### src/hmseq_pkg.sv
package hmseq_pkg;

    // ************************************************************
    // Method codes
    // ************************************************************
    localparam logic [7:0] METHOD_14     = 8'h0E;
    localparam logic [7:0] METHOD_RSV_LO = 8'h0F;
    localparam logic [7:0] METHOD_RSV_HI = 8'h10;
    localparam logic [7:0] METHOD_23     = 8'h17;
    localparam logic [7:0] METHOD_24     = 8'h18;
    localparam logic [7:0] METHOD_25     = 8'h19;
    localparam logic [7:0] METHOD_30     = 8'h1E;

    // ************************************************************
    // Motion encodings
    // ************************************************************
    localparam logic DIR_POS = 1'b1;
    localparam logic DIR_NEG = 1'b0;

    typedef enum logic [1:0] {
        SPD_ZERO = 2'h0,
        SPD_LOW  = 2'h1,
        SPD_HIGH = 2'h2
    } hmseq_speed_t;

    typedef enum logic [2:0] {
        S_IDLE  = 3'h0,
        S_FAST  = 3'h1,
        S_REV   = 3'h2,
        S_SLOW1 = 3'h3,
        S_SLOW2 = 3'h4
    } hmseq_state_t;

    // Sequence family; C_NONE marks a code this block cannot run
    typedef enum logic [2:0] {
        C_NONE = 3'h0,
        C_M14  = 3'h1,
        C_M30  = 3'h2,
        C_M23  = 3'h3,
        C_M24  = 3'h4,
        C_M25  = 3'h5
    } hmseq_cls_t;

    // Switch and encoder pins, also used for their edge vectors
    typedef struct packed {
        logic home;
        logic neg_lim;
        logic pos_lim;
        logic index;
        logic decel;
    } hmseq_pins_t;

    typedef struct packed {
        logic         dir;
        hmseq_speed_t speed;
    } hmseq_cmd_t;

endpackage

### src/hmseq_core.sv
`timescale 1ns/1ps

// Contract
// - Method 14: negative high, slow on home, index stop
// - Method 14 decel: negative low, index after fall
// - Method 14 negative limit: reverse, index slows back
// - Codes 15 and 16 are reserved, refused
// - Methods 17-30 stop on switch edge instead; only 23, 24, 25 and 30 run here, the rest are refused
// - Method 23 limit: reverse, slow on home, stop fall
// - Method 24: positive high, turn twice, stop home rise
// - Method 24 decel: negative low, turn, stop rise
// - Method 24 limit: index rise slow, fall turns
// - Method 25: positive high, slow, turn, stop rise
// - Method 25 decel: positive low, turn, stop rise
// - Positive limit before home reverses at high speed
module hmseq_core
    import hmseq_pkg::*;
#(
    parameter int POS_W = 32
) (
    input  wire logic             sys_clk,
    input  wire logic             sys_rst,
    input  wire logic             start,
    input  wire logic [7:0]       method,
    input  wire hmseq_pins_t      pins,
    input  wire logic [POS_W-1:0] position,
    output hmseq_cmd_t            cmd,
    output logic                  busy,
    output logic                  done,
    output logic                  refused,
    output logic                  refused_reserved,
    output logic [POS_W-1:0]      home_pos
);

    // ************************************************************
    // Method decode
    // ************************************************************
    function automatic hmseq_cls_t decode_method(input logic [7:0] code);
        hmseq_cls_t c;
        c = C_NONE;
        unique case (code)
            METHOD_14: c = C_M14;
            METHOD_30: c = C_M30;
            METHOD_23: c = C_M23;
            METHOD_24: c = C_M24;
            METHOD_25: c = C_M25;
            default:   c = C_NONE;
        endcase
        return c;
    endfunction

    function automatic logic is_reserved(input logic [7:0] code);
        return (code == METHOD_RSV_LO) || (code == METHOD_RSV_HI);
    endfunction

    // ************************************************************
    // Pin synchronisers and edge detect
    // ************************************************************
    hmseq_pins_t  pin_meta;
    hmseq_pins_t  pin_sync;
    hmseq_pins_t  pin_prev;
    hmseq_pins_t  rise;
    hmseq_pins_t  fall;

    // Two stages before use; the first stage feeds only the second
    always_ff @(posedge sys_clk or posedge sys_rst) begin
        if (sys_rst) begin
            pin_meta <= '0;
            pin_sync <= '0;
            pin_prev <= '0;
        end else begin
            pin_meta <= pins;
            pin_sync <= pin_meta;
            pin_prev <= pin_sync;
        end
    end

    assign rise = pin_sync & ~pin_prev;
    assign fall = ~pin_sync & pin_prev;

    // ************************************************************
    // Sequencer
    // ************************************************************
    hmseq_state_t state;
    hmseq_state_t next_state;
    hmseq_cls_t   cls;
    hmseq_cls_t   start_cls;
    hmseq_cls_t   c;
    hmseq_cmd_t   next_cmd;
    logic         decel_run;
    logic         start_ok;
    logic         lim_hit;
    logic         adv;
    logic         stop;

    assign busy      = (state != S_IDLE);
    assign start_cls = decode_method(method);
    assign start_ok  = start && !busy && (start_cls != C_NONE);
    assign c         = busy ? cls : start_cls;
    // Only the limit in the starting direction counts, and only before home
    assign lim_hit   = (c == C_M14 || c == C_M30) ? pin_sync.neg_lim : pin_sync.pos_lim;

    // Transition table; one move per qualifying edge
    always_comb begin
        next_state = state;
        next_cmd   = cmd;
        stop       = 1'b0;
        adv        = 1'b0;
        unique case (state)
            S_IDLE: begin
                if (start_ok && pin_sync.decel) begin
                    next_state     = S_SLOW1;
                    next_cmd.dir   = (c == C_M25) ? DIR_POS : DIR_NEG;
                    next_cmd.speed = SPD_LOW;
                end else if (start_ok) begin
                    next_state     = S_FAST;
                    next_cmd.dir   = (c == C_M14 || c == C_M30) ? DIR_NEG : DIR_POS;
                    next_cmd.speed = SPD_HIGH;
                end
            end
            S_FAST: begin
                if (lim_hit) begin
                    next_state     = S_REV;
                    next_cmd.dir   = ~cmd.dir;
                    next_cmd.speed = SPD_HIGH;
                end else if (rise.home) begin
                    next_state     = S_SLOW1;
                    next_cmd.dir   = (c == C_M25) ? DIR_POS : DIR_NEG;
                    next_cmd.speed = SPD_LOW;
                end
            end
            S_REV: begin
                // Method 23 waits for home, the others for the index
                if ((c == C_M23) ? rise.home : rise.index) begin
                    next_state     = S_SLOW1;
                    next_cmd.dir   = DIR_NEG;
                    next_cmd.speed = SPD_LOW;
                end
            end
            S_SLOW1: begin
                adv = ((c == C_M24 || c == C_M25) && !decel_run) ? fall.index : fall.home;
                if (adv && (c == C_M30 || c == C_M23)) begin
                    stop = 1'b1;
                end else if (adv) begin
                    next_state     = S_SLOW2;
                    next_cmd.dir   = (c == C_M24) ? DIR_POS : DIR_NEG;
                    next_cmd.speed = SPD_LOW;
                end
            end
            S_SLOW2: begin
                // Method 14 still takes its reference from the index
                stop = (c == C_M14) ? rise.index : rise.home;
            end
            default: begin
                next_state = S_IDLE;
            end
        endcase
        if (stop) begin
            next_state     = S_IDLE;
            next_cmd.speed = SPD_ZERO;
        end
    end

    // State and motion command
    always_ff @(posedge sys_clk or posedge sys_rst) begin
        if (sys_rst) begin
            state <= S_IDLE;
            cmd   <= '{dir: DIR_NEG, speed: SPD_ZERO};
        end else begin
            state <= next_state;
            cmd   <= next_cmd;
        end
    end

    // Family and start condition are frozen for the whole run
    always_ff @(posedge sys_clk or posedge sys_rst) begin
        if (sys_rst) begin
            cls       <= C_NONE;
            decel_run <= 1'b0;
        end else if (start_ok) begin
            cls       <= start_cls;
            decel_run <= pin_sync.decel;
        end
    end

    // Completion and reference capture
    always_ff @(posedge sys_clk or posedge sys_rst) begin
        if (sys_rst) begin
            done     <= 1'b0;
            home_pos <= '0;
        end else begin
            done <= stop;
            if (stop) begin
                home_pos <= position;
            end
        end
    end

    // Refusal of codes with no sequence here; start while busy is ignored
    always_ff @(posedge sys_clk or posedge sys_rst) begin
        if (sys_rst) begin
            refused          <= 1'b0;
            refused_reserved <= 1'b0;
        end else begin
            refused          <= start && !busy && (start_cls == C_NONE);
            refused_reserved <= start && !busy && is_reserved(method);
        end
    end
endmodule

### config.mk
export PLATFORM = sky130hd
export DESIGN_NAME = hmseq_core
export DESIGN_NICKNAME = d
export VERILOG_FILES = /design/src/hmseq_pkg.sv /design/src/hmseq_core.sv
export SDC_FILE = /design/constraint.sdc
export NUM_CORES = 1
export LEC_CHECK = 0
export ABC_CLOCK_PERIOD_IN_PS = 3000
export BUFFER_PORTS_ARGS = -buffer_cell sky130_fd_sc_hd__buf_4
export CAP_MARGIN = 0
export CORE_MARGIN = 1.5
export CORE_UTILIZATION = 52
export CTS_BUF_LIST = sky130_fd_sc_hd__clkbuf_4
export DETAILED_ROUTE_END_ITERATION = 7
export PLACE_DENSITY = 0.88
export SLEW_MARGIN = 10
export SYNTH_ARGS = -nofsm -noshare
export SYNTH_HDL_FRONTEND = slang
export SYNTH_SLANG_ARGS = --single-unit
### constraint.sdc
create_clock -name sys_clk -period 3 [get_ports sys_clk]
set_input_delay 0.6 -clock sys_clk [delete_from_list [all_inputs] [get_ports sys_clk]]
set_output_delay 0.6 -clock sys_clk [all_outputs]
set_load 0.1 [all_outputs]
==> impl_metrics.json <==
{
  "cts_resized": 0,
  "final-hold-violation-count": 0,
  "h-tree-depth": 3,
  "fmax_ghz": 0.359,
  "grtUsageTotal_pct": 27.2,
  "pin_count": 87,
  "crit_type": "flip-flop to flip-flop",
  "final_common_cell": "buf_4",
  "antenna_left": 0,
  "async_reset_ff_share_pct": 100,
  "wire_per_inst_um": 17.2,
  "synth_fp_nets": 261,
  "required_ns": 3.28,
  "num_antenna_cells": 0,
  "yosysSeqAreaShare_pct": 54.3,
  "drive_gt1_share_pct": 51.2,
  "yosysWarnings": 0,
  "grt_pass1_vias": 2397,
  "start_util_pct": 54.9,
  "syn_avg_cell_area_sq_um": 12.3,
  "synthCells": 213,
  "setup_violations": 0,
  "drc_errors": 0,
  "cts_setup_buffers": 0,
  "synth_ff_type": "dfrtp_1",
  "yosysUniqueCellTypes": 59,
  "synth_seq_cells": 57,
  "clock_latency_ns": 0.39,
  "grt_max_degree": 58,
  "hold_path_class": "input port to flip-flop",
  "gp_congestion": 0.994,
  "critPathLaunchType": "flip-flop",
  "rows": 25,
  "final_util_pct": 77.0,
  "wirelength_mm": 6.89,
  "crit_fanout": 7,
  "core-area_sq_um": 4790,
  "cap_viol_max_count": 0,
  "synth_edf_count": 0,
  "end_kind": "flip-flop",
  "rsz0062_at_grt": "no",
  "most-common-layout-cells": "111 x buf_4, 57 x dfrtp_1, 32 x mux2_2, 13 x nand2_1, 12 x nor2_1",
  "fp.dieH_um": 74.1,
  "yosysTopAreaCellShare_pct": 54.3,
  "slew_headroom_pct": 53.3,
  "antenna_found_initial": 0,
  "yosysTopAreaCell": "dfrtp_1",
  "worstMarginPinSlew_ns": 0.701,
  "clkSinkCount": 57,
  "arrival_ns": 3.07,
  "first_pass_iters": 4,
  "dieArea_sq_um": 5490,
  "path_clk_slew_ns": 0.10,
  "clk_path_buf_depth": 2,
  "cts_hold_buf": 0,
  "cts_root_buf": "clkbuf_4",
  "numCtsBuffers": 9,
  "fin_skew_ns": 0.0135,
  "drt_iter0_drc": 122,
  "fin_nets": 377,
  "period_share_pct": 92.9,
  "place_hpwl_mm": 5.03,
  "min_period_ns": 2.79,
  "syn_area_sq_um": 2630,
  "grt.overflow.total": 0,
  "tns_ns": 0,
  "vias_per_cell": 5.53,
  "timing.final.max_slew_violations": 0,
  "status": "finished clean",
  "grt_pass1_wl_mm": 11.0,
  "ys_top_cells_by_area": "dfrtp_1 54%, mux2_2 14%, nand2_1 1.9%",
  "port_buffers": 86,
  "synthToLayoutAreaGrowth_pct": 40.2,
  "vias": 2218,
  "cts_tree": "yes",
  "die_w_um": 74.1
}
[cell usage after synthesis, types with 2 or more instances]
library cell   n
and3_1         2
a21oi_1        3
nand3_1        6
nor2b_1        4
or3b_1         2
nand2b_1       2
o31a_1         2
o211ai_1       5
mux2_1         3
o2111ai_1      2
o2bb2ai_1      2
buf_2          3
mux2_2        32
nand4b_1       2
clkbuf_1       3
dfrtp_1       57
inv_1          5
or4_1          2
nor2_1        12
nand2_1       13
nor3_1         3
o21ai_0        8
or3_1          4
[per-stage QoR]
| step | setup slack, ns | hold slack, ns | cells | area [sq um] |
|---|---|---|---|---|
| detailed placement | -0.119 | 0.340 | 385 | 3530 |
| floorplan | 0.00184 | 0.331 | 213 | 2630 |
| finish | 0.214 | 0.309 | 401 | 3690 |
| CTS | 0.210 | 0.283 | 401 | 3690 |
| global route | 0.0509 | 0.278 | 401 | 3690 |
| global placement | -0.104 | 0.332 | 385 | 3530 |
[state kept, by name, indices dropped and copies added, names as in the netlist]
signal            flops
pin_sync              5
home_pos             32
refused               1
pin_prev              2
cls                   3
refused_reserved      1
pin_meta              5
decel_run             1
done                  1
state                 3
cmd                   3
[kinds of logic after synthesis]
| group | after synthesis | synth area share (%) |
|---|---|---|
| AO/OA/AOI/OAI | 41 | 12.3 |
| XOR/XNOR | 2 | 0.666 |
| buffers and inverters | 13 | 2.38 |
| flip-flops | 57 | 54.3 |
| multiplexers | 36 | 15.6 |
| AND/OR/NAND/NOR | 64 | 14.8 |
[worst paths after layout]
check                                      start                         end  slack, ns  depth (start not counted)
setup / recovery            state[1]$_DFFE_PP0P_          cmd[2]$_DFFE_PP0P_       0.21                         10
hold / removal                           pins[0]       pin_meta[0]$_DFF_PP0_       0.31                          1
hold reg to reg            pin_meta[3]$_DFF_PP0_       pin_sync[3]$_DFF_PP0_       0.36                          0
min in group asynchronous                sys_rst    home_pos[21]$_DFFE_PP0P_       0.39                          3
max in group asynchronous                sys_rst  refused_reserved$_DFF_PP0_       2.13                          3
setup reg to reg            state[1]$_DFFE_PP0P_          cmd[2]$_DFFE_PP0P_       0.21                         10
[metal layers]
metal  vias up  share of wire (%)  GRT usage (%)
li1       1026                  -              -
met1      1091                 39           31.7
met2        91                 53           47.2
met3        10                5.8           8.81
met4         0                1.3           9.67
met5         -                  0              0
[cell type report]
cell class,instances,area [sq um]
Tap cell,67,83.8
Clock buffer,10,75.1
Multi-Input combinational cell,143,1140
Fill cell,301,1100
Clock inverter,6,82.6
Timing Repair Buffer,112,853
Inverter,6,25.0
Sequential cell,57,1430
[critical path, stage by stage, from the launching register on]
cell and delay [ns]:
dfrtp_1 0.50, nor3_4 0.09, inv_4 0.11, nor4b_4 0.07
buf_4 0.14, or3b_2 0.44, a211oi_2 0.27, nor3_1 0.10
a211o_1 0.28, or3_1 0.36, mux2_4 0.31
Power is left out: the tool's default activity adds up to more than one toggle a clock period on the data nets, which glitch-free logic cannot reach.
